### src/asx_pkg.sv
// Package with opcodes, widths and reset values for the sub/swap/xor datapath.
package asx_pkg;

	localparam int DATA_W = 8;
	localparam int ADDR_W = 7;
	localparam int NIB_LO = 0;
	localparam int NIB_HI = 4;
	localparam int NIB_W = 4;
	localparam logic [7:0] W_RESET = 8'h00;
	localparam logic [7:0] ZERO_BYTE = 8'h00;
	localparam logic DEST_WORK = 1'b0;
	localparam logic DEST_FILE = 1'b1;

	typedef enum logic [1:0]
	{
		OP_SUB_WORK_FROM_FILE = 2'b00,
		OP_NIBBLE_SWAP_FILE = 2'b01,
		OP_XOR_WORK_WITH_FILE = 2'b10,
		OP_XOR_LITERAL_INTO_WORK = 2'b11
	} asx_op_t;

endpackage

### src/asx_datapath.sv
// Datapath holding the working register and flags, writing results back.
`timescale 1ns/1ps
`default_nettype none

module asx_datapath
(
	// Clock, reset and enable.
	input  wire logic             clk_sys,
	input  wire logic             nrst,
	input  wire logic             clkEn,
	// Instruction issue.
	input  wire logic             instValid,
	input  wire asx_pkg::asx_op_t op,
	input  wire logic             destSel,
	input  wire logic [6:0]       fileAddr,
	input  wire logic [7:0]       fileRdData,
	input  wire logic [7:0]       literal,
	// File register write-back.
	output logic                  fileWrEn_ff,
	output logic [6:0]            fileWrAddr_ff,
	output logic [7:0]            fileWrData_ff,
	// Architectural state.
	output logic [7:0]            workReg_ff,
	output logic                  carryFlag_ff,
	output logic                  digit_carry_flag_ff,
	output logic                  zeroFlag_ff
);

	logic [7:0] aluResult;
	logic       aluCarry;
	logic       aluDigitCarry;
	logic       toFile;
	logic [7:0] nxt_workReg;
	logic       nxt_fileWrEn;
	logic [6:0] nxt_fileWrAddr;
	logic [7:0] nxt_fileWrData;
	logic       nxt_carryFlag;
	logic       nxt_digit_carry_flag;
	logic       nxt_zeroFlag;

	asx_alu u_alu
	(
		.op         (op),
		.workVal    (workReg_ff),
		.fileVal    (fileRdData),
		.literal    (literal),
		.result     (aluResult),
		.carry      (aluCarry),
		.digitCarry (aluDigitCarry)
	);

	// ****************************************
	// Decoding helpers
	// ****************************************
	// The literal form has no destination bit and always lands in work.
	function automatic logic writesFile
	(
		input asx_pkg::asx_op_t opIn,
		input logic             destIn
	);
		return (destIn == asx_pkg::DEST_FILE) && (opIn != asx_pkg::OP_XOR_LITERAL_INTO_WORK);
	endfunction

	// Only the subtraction produces meaningful carry and digit carry.
	function automatic logic updatesCarry
	(
		input asx_pkg::asx_op_t opIn
	);
		return opIn == asx_pkg::OP_SUB_WORK_FROM_FILE;
	endfunction

	// Swap leaves zero alone; the other three all update it.
	function automatic logic updatesZero
	(
		input asx_pkg::asx_op_t opIn
	);
		return opIn != asx_pkg::OP_NIBBLE_SWAP_FILE;
	endfunction

	// Zero test on a full result byte.
	function automatic logic isZeroByte
	(
		input logic [7:0] value
	);
		return value == asx_pkg::ZERO_BYTE;
	endfunction

	assign toFile = writesFile(op, destSel);

	// ****************************************
	// Working register
	// ****************************************
	// Work keeps its value unless a result is routed to it.
	always_comb
	begin
		nxt_workReg = workReg_ff;
		if (instValid && !toFile)
			nxt_workReg = aluResult;
	end

	always_ff @(posedge clk_sys or negedge nrst)
	begin
		if (!nrst)
			workReg_ff <= asx_pkg::W_RESET;
		else if (clkEn)
			workReg_ff <= nxt_workReg;
	end

	// ****************************************
	// File write-back
	// ****************************************
	// A strobe held for one enabled cycle; the file memory lives outside this block.
	// Address and data hold between writes so a slow file can sample late.
	always_comb
	begin
		nxt_fileWrEn = instValid && toFile;
		nxt_fileWrAddr = fileWrAddr_ff;
		nxt_fileWrData = fileWrData_ff;
		if (instValid && toFile)
		begin
			nxt_fileWrAddr = fileAddr;
			nxt_fileWrData = aluResult;
		end
	end

	always_ff @(posedge clk_sys or negedge nrst)
	begin
		if (!nrst)
		begin
			fileWrEn_ff <= 1'b0;
			fileWrAddr_ff <= 7'h00;
			fileWrData_ff <= 8'h00;
		end
		else if (clkEn)
		begin
			fileWrEn_ff <= nxt_fileWrEn;
			fileWrAddr_ff <= nxt_fileWrAddr;
			fileWrData_ff <= nxt_fileWrData;
		end
	end

	// ****************************************
	// Carry and digit carry
	// ****************************************
	// Carry means no borrow, so equal operands leave both flags set.
	always_comb
	begin
		nxt_carryFlag = carryFlag_ff;
		nxt_digit_carry_flag = digit_carry_flag_ff;
		if (instValid && updatesCarry(op))
		begin
			nxt_carryFlag = aluCarry;
			nxt_digit_carry_flag = aluDigitCarry;
		end
	end

	always_ff @(posedge clk_sys or negedge nrst)
	begin
		if (!nrst)
		begin
			carryFlag_ff <= 1'b0;
			digit_carry_flag_ff <= 1'b0;
		end
		else if (clkEn)
		begin
			carryFlag_ff <= nxt_carryFlag;
			digit_carry_flag_ff <= nxt_digit_carry_flag;
		end
	end

	// ****************************************
	// Zero flag
	// ****************************************
	// The flag follows the routed result, whichever destination it goes to.
	always_comb
	begin
		nxt_zeroFlag = zeroFlag_ff;
		if (instValid && updatesZero(op))
			nxt_zeroFlag = isZeroByte(aluResult);
	end

	always_ff @(posedge clk_sys or negedge nrst)
	begin
		if (!nrst)
			zeroFlag_ff <= 1'b0;
		else if (clkEn)
			zeroFlag_ff <= nxt_zeroFlag;
	end

	// ****************************************
	// Limitations
	// ****************************************
	// The file value is used in the same cycle it is presented.
	// A read of a file just written must be forwarded by the caller,
	// since this block holds no copy of the file memory.
	// A low clock enable freezes every register, the strobe included,
	// so a pending write stays visible until the next enabled edge.

endmodule
`default_nettype wire

### src/asx_alu.sv
// Combinational arithmetic unit for the four operations.
`timescale 1ns/1ps
`default_nettype none

module asx_alu
(
	// Operation and operands.
	input  wire asx_pkg::asx_op_t op,
	input  wire logic [7:0]       workVal,
	input  wire logic [7:0]       fileVal,
	input  wire logic [7:0]       literal,
	// Result and flags.
	output logic [7:0]            result,
	output logic                  carry,
	output logic                  digitCarry
);

	logic [8:0] diff;
	logic [4:0] nibDiff;

	// Two's complement: f + ~W + 1; carry set means no borrow.
	always_comb
	begin
		diff = {1'b0, fileVal} + {1'b0, ~workVal} + 9'h001;
		nibDiff = {1'b0, fileVal[3:0]} + {1'b0, ~workVal[3:0]} + 5'h01;
		carry = diff[8];
		digitCarry = nibDiff[4];
		case (op)
			asx_pkg::OP_SUB_WORK_FROM_FILE: result = diff[7:0];
			asx_pkg::OP_NIBBLE_SWAP_FILE:
				result = {fileVal[asx_pkg::NIB_LO +: asx_pkg::NIB_W],
					fileVal[asx_pkg::NIB_HI +: asx_pkg::NIB_W]};
			asx_pkg::OP_XOR_WORK_WITH_FILE: result = workVal ^ fileVal;
			asx_pkg::OP_XOR_LITERAL_INTO_WORK: result = workVal ^ literal;
			default: result = asx_pkg::ZERO_BYTE;
		endcase
	end

endmodule
`default_nettype wire

### config.mk
export PLATFORM = sky130hd
export DESIGN_NAME = asx_datapath
export DESIGN_NICKNAME = d
export VERILOG_FILES = /design/src/asx_pkg.sv /design/src/asx_datapath.sv /design/src/asx_alu.sv
export SDC_FILE = /design/constraint.sdc
export NUM_CORES = 1
export LEC_CHECK = 0
export BUFFER_PORTS_ARGS = -buffer_cell sky130_fd_sc_hd__buf_2
export CELL_PAD_IN_SITES_DETAIL_PLACEMENT = 0
export CELL_PAD_IN_SITES_GLOBAL_PLACEMENT = 1
export CORE_ASPECT_RATIO = 1.2
export CORE_MARGIN = 2
export CORE_UTILIZATION = 42
export DETAILED_ROUTE_END_ITERATION = 7
export GPL_TIMING_DRIVEN = 0
export PLACE_DENSITY = 0.83
export RECOVER_POWER = 100
export SLEW_MARGIN = 20
export SYNTH_ARGS = -nofsm -noshare
export SYNTH_HDL_FRONTEND = slang
export SYNTH_HIERARCHICAL = 1
export SYNTH_SLANG_ARGS = --single-unit
### constraint.sdc
create_clock -name clk_sys -period 4.5 [get_ports clk_sys]
set_input_delay 0.45 -clock clk_sys [delete_from_list [all_inputs] [get_ports clk_sys]]
set_output_delay 0.45 -clock clk_sys [all_outputs]
set_load 0.01 [all_outputs]
==> impl_metrics.env, run 1 <==
export IMPL_p_total_w=0.00115
export IMPL_h_tree_depth=1
export IMPL_cts_sinks=27
export IMPL_min_period_ps=2870
export IMPL_ys_ff_latch=27
export IMPL_post_place_ws_ps=1740
export IMPL_clk_pin_slew_ps=90
export IMPL_die_width_um=64.1
export IMPL_crit_path_max_fanout=10
export IMPL_syn_num_nets=202
export IMPL_run_status="finished clean"
export IMPL_vias=1410
export IMPL_initial_utilization=0.434
export IMPL_hold_viol=0
export IMPL_synth_area_leaders="dfrtp_1 37%, mux2_2 9.9%, mux2_4 8.3%"
export IMPL_tritoncts="built"
export IMPL_syn_inst=163
export IMPL_path_class="primary input to flip-flop"
export IMPL_syn_area_per_cell_sq_um=11.2
export IMPL_rsz0062_at_grt="no"
export IMPL_synth_area_sq_mm=0.00182
export IMPL_drive_gt1_frac=0.247
export IMPL_layout_common_cells="34 x clkbuf_1, 28 x buf_2, 27 x dfrtp_1"
export IMPL_fmaxAchievable_mhz=349
export IMPL_skew_ps=2.31
export IMPL_grt_total_usage=0.170
export IMPL_hpwlAfterDp_um=3190
export IMPL_power_leakage_nw=0.970
export IMPL_core_area_sq_mm=0.00420
export IMPL_hold_path_class="primary input to flip-flop"
export IMPL_ant_nets=0
export IMPL_cts_buffers=3
export IMPL_finalCritPeriodShare=0.637
export IMPL_post_cts_buffers=0
export IMPL_synth_top_cell_by_area="dfrtp_1"
export IMPL_antenna_found_initial=0
export IMPL_holdWs_ps=387
export IMPL_power_density_mw_per_mm2=542
export IMPL_insertion_delay_ps=270
export IMPL_peakVddDrop_mv=0.261
export IMPL_cts_root_buf="clkbuf_8"
export IMPL_tightest_slew_ps=1400
export IMPL_portBuffers=56
export IMPL_synth_edf_count=0
export IMPL_worstSetupEndpointType="flip-flop"
export IMPL_setup_tns_ps=0
export IMPL_maxCapViolCount=0
export IMPL_fillers=435
export IMPL_drv_slew=0
export IMPL_cts_resized=0
export IMPL_relSlewSlack=0.0636
export IMPL_cts_hold_buf=0
export IMPL_grt_start_max_net_pins=28
export IMPL_arrival_ps=3050
export IMPL_drt_initial_drc_count=34
export IMPL_setup_ws_ps=1630
export IMPL_async_reset_ff_frac=1.00
export IMPL_syn_to_final_growth_pct=16.3
export IMPL_dieArea_sq_mm=0.00488
export IMPL_max_clock_path_buffers=2
export IMPL_dr_pass1_iters=4
export IMPL_final_common_cell="clkbuf_1"
export IMPL_finalSetupViolCount=0
export IMPL_yosysWarnings=6
export IMPL_ys_seq_area_frac=0.371
export IMPL_grt_pass1_wl_um=6670
export IMPL_dieHeight_um=76.1
export IMPL_ys_flop_type="dfrtp_1"
export IMPL_place_gp_congestion=0.832
export IMPL_overflow=0
export IMPL_rows=26
export IMPL_grt_pass1_vias=1428
export IMPL_antenna_cells=0
export IMPL_cp_start_kind="primary input"
export IMPL_drt_total_wl_um=3950
export IMPL_post_route_drc_count=0
export IMPL_cp_required_ps=4680
export IMPL_netlist_area_leader_share=0.371
export IMPL_wl_per_cell_um=14.2
export IMPL_synth_distinct_cells=40
export IMPL_vias_per_cell=5.05
export IMPL_io_pins=57
export IMPL_nets=263
## where the power goes
part / total [W] / switching (W) / internal [W]
Clock: 0.000135 / 0.0000713 / 0.0000634
Sequential: 0.000404 / 0.0000660 / 0.000338
Combinational: 0.000608 / 0.000321 / 0.000287
## per-stage QoR
step | std cells | instance area, sq um | utilization
finish | 279 | 2120 | 0.504
detailed placement | 275 | 2170 | 0.517
global placement | 275 | 2170 | 0.517
global route | 279 | 2120 | 0.504
CTS | 279 | 2210 | 0.528
floorplan | 163 | 1820 | -
## layout make-up
cell class | count | area (sq um) | share of cell area
Buffer | 6 | 32.5 | 0.0154
Timing Repair Buffer | 56 | 244 | 0.115
Inverter | 12 | 45.0 | 0.0213
Multi-Input combinational cell | 118 | 1000 | 0.474
Clock buffer | 4 | 45.0 | 0.0213
Tap cell | 56 | 70.1 | 0.0331
Sequential cell | 27 | 676 | 0.319
## final timing paths
check	startpoint	end	slack [ps]	cells past startpoint
setup / recovery	op[0]	zeroFlag_ff	1630	10
hold / removal	fileAddr[3]	fileWrAddr_ff[3]	390	2
setup reg to reg	workReg_ff[1]	zeroFlag_ff	1750	10
hold reg to reg	fileWrData_ff[0]	fileWrData_ff[0]	500	1
max in group asynchronous	nrst	workReg_ff[5]	3190	1
min in group asynchronous	nrst	fileWrEn_ff	490	1
## cells by family after synthesis
logic type,share of synthesized area
mux,0.237
compound gates,0.124
simple gates,0.0970
flops,0.371
buf+inv,0.0571
xor+xnor,0.0481
fa+ha+maj,0.0660
## layer usage
| layer | GRT usage | wire length [um] | vias to the layer above |
|---|---|---|---|
| li1 | - | - | 700 |
| met1 | 0.223 | 1710 | 660 |
| met2 | 0.295 | 1980 | 45 |
| met3 | 0.0192 | 212 | 5 |
| met4 | 0.0457 | 40 | 0 |
| met5 | 0 | 0 | - |
## synth_stat cells (all sizes together), types with 2 or more instances
cell / n
a211oi: 5
a21oi: 12
buf: 5
dfrtp: 27
ha: 8
inv: 12
mux2: 26
mux2i: 10
nand2: 5
nor2: 9
nor2b: 2
nor3: 2
nor3b: 4
nor4: 3
o21a: 2
o21ai: 4
o31ai: 2
xnor2: 8
xor2: 2
## critical path, cell delays in order
cell and delay [ps]:
clkbuf_1 120, clkbuf_1 380, clkbuf_1 530, clkbuf_1 380
nor2_1 70, a211oi_1 250, a21oi_1 120, nor4_1 390
nand2_1 110, o31ai_1 230
## state kept, by name, indices dropped and copies added (netlist names)
| register | cells |
|---|---|
| fileWrAddr_ff | 7 |
| workReg_ff | 8 |
| zeroFlag_ff | 1 |
| fileWrEn_ff | 1 |
| fileWrData_ff | 8 |
| digit_carry_flag_ff | 1 |
| carryFlag_ff | 1 |
No activity file was read; power rests on OpenSTA's default activity.
==> inputs of run 2 (changes only) <==
- CORE_UTILIZATION: 42 -> 39
- PLACE_DENSITY: 0.83 -> 0.77
- clock period: 4.5 -> 2.85 ns (I/O delays scaled with it)
==> run 2 against run 1 <==
Non-clock buffer count did not move. Register-to-register slack got worse by 1500 ps. Cell count rose by 0.72%. Critical path depth fell by 1. Largest cell class unchanged. Die area rose by 7.3%. Largest power group unchanged. Sequential share of layout area fell by 0.28 points. Highest routed layer unchanged. Combinational power rose by 57%. Worst hold slack got worse by 150 ps. Sequential power rose by 59%.
==> impl_metrics.env, run 2 (synthesis gave the netlist of run 1 again) <==
export IMPL_run_status="finished clean"
export IMPL_ant_nets=0
export IMPL_highest_layer="met4"
export IMPL_antenna_found_initial=0
export IMPL_drive_gt1_frac=0.256
export IMPL_power_leakage_nw=0.975
export IMPL_drv_slew=0
export IMPL_path_cells="ha_1, fa_1, nand2b_1, a21oi_1, a31oi_1, o211a_1, nor4_1, nand2_1, o31ai_1"
export IMPL_hold_viol=0
export IMPL_clk_pin_slew_ps=90
export IMPL_die_width_um=66.4
export IMPL_cts_resized=0
export IMPL_h_tree_depth=1
export IMPL_tightest_slew_ps=1390
export IMPL_arrival_ps=2770
export IMPL_pwr_share_seq=0.354
export IMPL_finalSetupViolCount=0
export IMPL_hold_depth=2
export IMPL_wl_met1_um=1770
export IMPL_rows=27
export IMPL_fmaxAchievable_mhz=386
export IMPL_grt_start_max_net_pins=28
export IMPL_maxCapViolCount=0
export IMPL_overflow=0
export IMPL_final_common_cell="clkbuf_1"
export IMPL_fillers=491
export IMPL_portBuffers=56
export IMPL_post_cts_buffers=0
export IMPL_grt_pass1_vias=1484
export IMPL_hpwlAfterDp_um=3280
export IMPL_power_density_mw_per_mm2=848
export IMPL_path_class="flip-flop to flip-flop"
export IMPL_rr_startpoint="workReg_ff[0]"
export IMPL_initial_utilization=0.402
export IMPL_swShare=0.400
export IMPL_multi_input_area_sq_mm=0.00100
export IMPL_final_core_util=0.472
export IMPL_rsz0062_at_grt="no"
export IMPL_layout_cells_non_filler=281
export IMPL_cts_sinks=27
export IMPL_crit_start="workReg_ff[0]"
export IMPL_intPower_w=0.00109
export IMPL_hold_path_class="primary input to flip-flop"
export IMPL_peakVddDrop_mv=0.381
export IMPL_syn_to_final_growth_pct=17.3
export IMPL_finalCritPeriodShare=0.908
export IMPL_power_frac_comb=0.528
export IMPL_cts_hold_buf=0
export IMPL_setup_tns_ps=0
export IMPL_cp_start_kind="flip-flop"
export IMPL_crit_family="compound AO/OA/AOI/OAI gates"
export IMPL_cp_depth=9
export IMPL_post_place_ws_ps=244
export IMPL_worstSetupEndpointType="flip-flop"
export IMPL_nets=263
export IMPL_antenna_cells=0
export IMPL_critPathSlowestCell="dfrtp_1"
export IMPL_crit_path_max_fanout=4
export IMPL_grt_total_usage=0.164
export IMPL_skew_ps=0.868
export IMPL_seq_area_sq_um=676
export IMPL_dr_wl_met2_um=2000
export IMPL_post_dp_cell_area_sq_mm=0.00217
export IMPL_crit_buf_inv=0
export IMPL_drt_initial_drc_count=68
export IMPL_vias_per_cell=5.00
export IMPL_relSlewSlack=0.0712
export IMPL_worstHoldStart="fileAddr[3]"
export IMPL_wl_per_cell_um=14.2
export IMPL_wl_met3_um=188
export IMPL_drt_total_wl_um=3990
export IMPL_cts_buffers=3
export IMPL_reg2regPathDepth=9
export IMPL_top_regs="fileWrData_ff x8, workReg_ff x8, fileWrAddr_ff x7"
export IMPL_dieArea_sq_mm=0.00523
export IMPL_layout_common_cells="32 x clkbuf_1, 28 x buf_2, 27 x dfrtp_1"
export IMPL_clkPwrFrac=0.118
export IMPL_grt_pass1_wl_um=6780
export IMPL_dp_cells=277
export IMPL_place_gp_congestion=0.863
export IMPL_dr_pass1_iters=4
export IMPL_vias=1405
export IMPL_fin_area_sq_mm=0.00213
export IMPL_min_period_ps=2590
export IMPL_post_route_drc_count=0
export IMPL_io_pins=57
export IMPL_insertion_delay_ps=270
export IMPL_core_area_sq_mm=0.00453
export IMPL_cts_root_buf="clkbuf_8"
export IMPL_cp_required_ps=3030
export IMPL_cpPeakStageDelay_ps=420
export IMPL_dieHeight_um=78.8
export IMPL_max_clock_path_buffers=2
export IMPL_setup_ws_ps=262
export IMPL_tritoncts="built"
export IMPL_p_sw_w=0.000725
-- run 2: area by class of cell --
type,instances,area share
clock buffer,4,0.0211
timing repair buffer,56,0.114
tap,58,0.0340
multi-input combinational,118,0.471
sequential,27,0.317
inverter,12,0.0211
buffer,6,0.0223
-- run 2: power groups by stage --
stage,Sequential [W],Clock (W),Combinational [W]
2_1_floorplan,0.000707,0,0.000667
3_3_place_gp,0.000643,0,0.00104
3_5_place_dp,0.000648,0,0.00105
4_1_cts,0.000643,0.000219,0.00106
5_1_grt,0.000667,0.000233,0.00108
6_report,0.000641,0.000213,0.000957
-- run 2: worst paths after layout --
path                                    end  slack, ps
hold reg to reg            fileWrData_ff[3]        500
hold / removal             fileWrAddr_ff[3]        240
max in group asynchronous     workReg_ff[0]       1720
setup / recovery                zeroFlag_ff        260
setup reg to reg                zeroFlag_ff        260
min in group asynchronous       fileWrEn_ff        320
-- run 2: metal layers --
layer / vias up / track usage
li1: 698 / -
met1: 664 / 0.216
met2: 39 / 0.286
met3: 4 / 0.0184
met4: 0 / 0.0367
met5: - / 0
-- run 2: stage by stage --
step                      power (W)  hold slack, ps
after global routing        0.00198             232
after global placement      0.00168             322
final                       0.00181             239
after CTS                   0.00192            32.5
after floorplan             0.00137           -10.6
after detailed placement    0.00170             332
-- run 2: worst register-to-register path, stage by stage, from the launching register on --
cell and delay (ps):
dfrtp_1 420, ha_1 250, fa_1 400, nand2b_1 160
a21oi_1 270, a31oi_1 200, o211a_1 310, nor4_1 170
nand2_1 90, o31ai_1 240
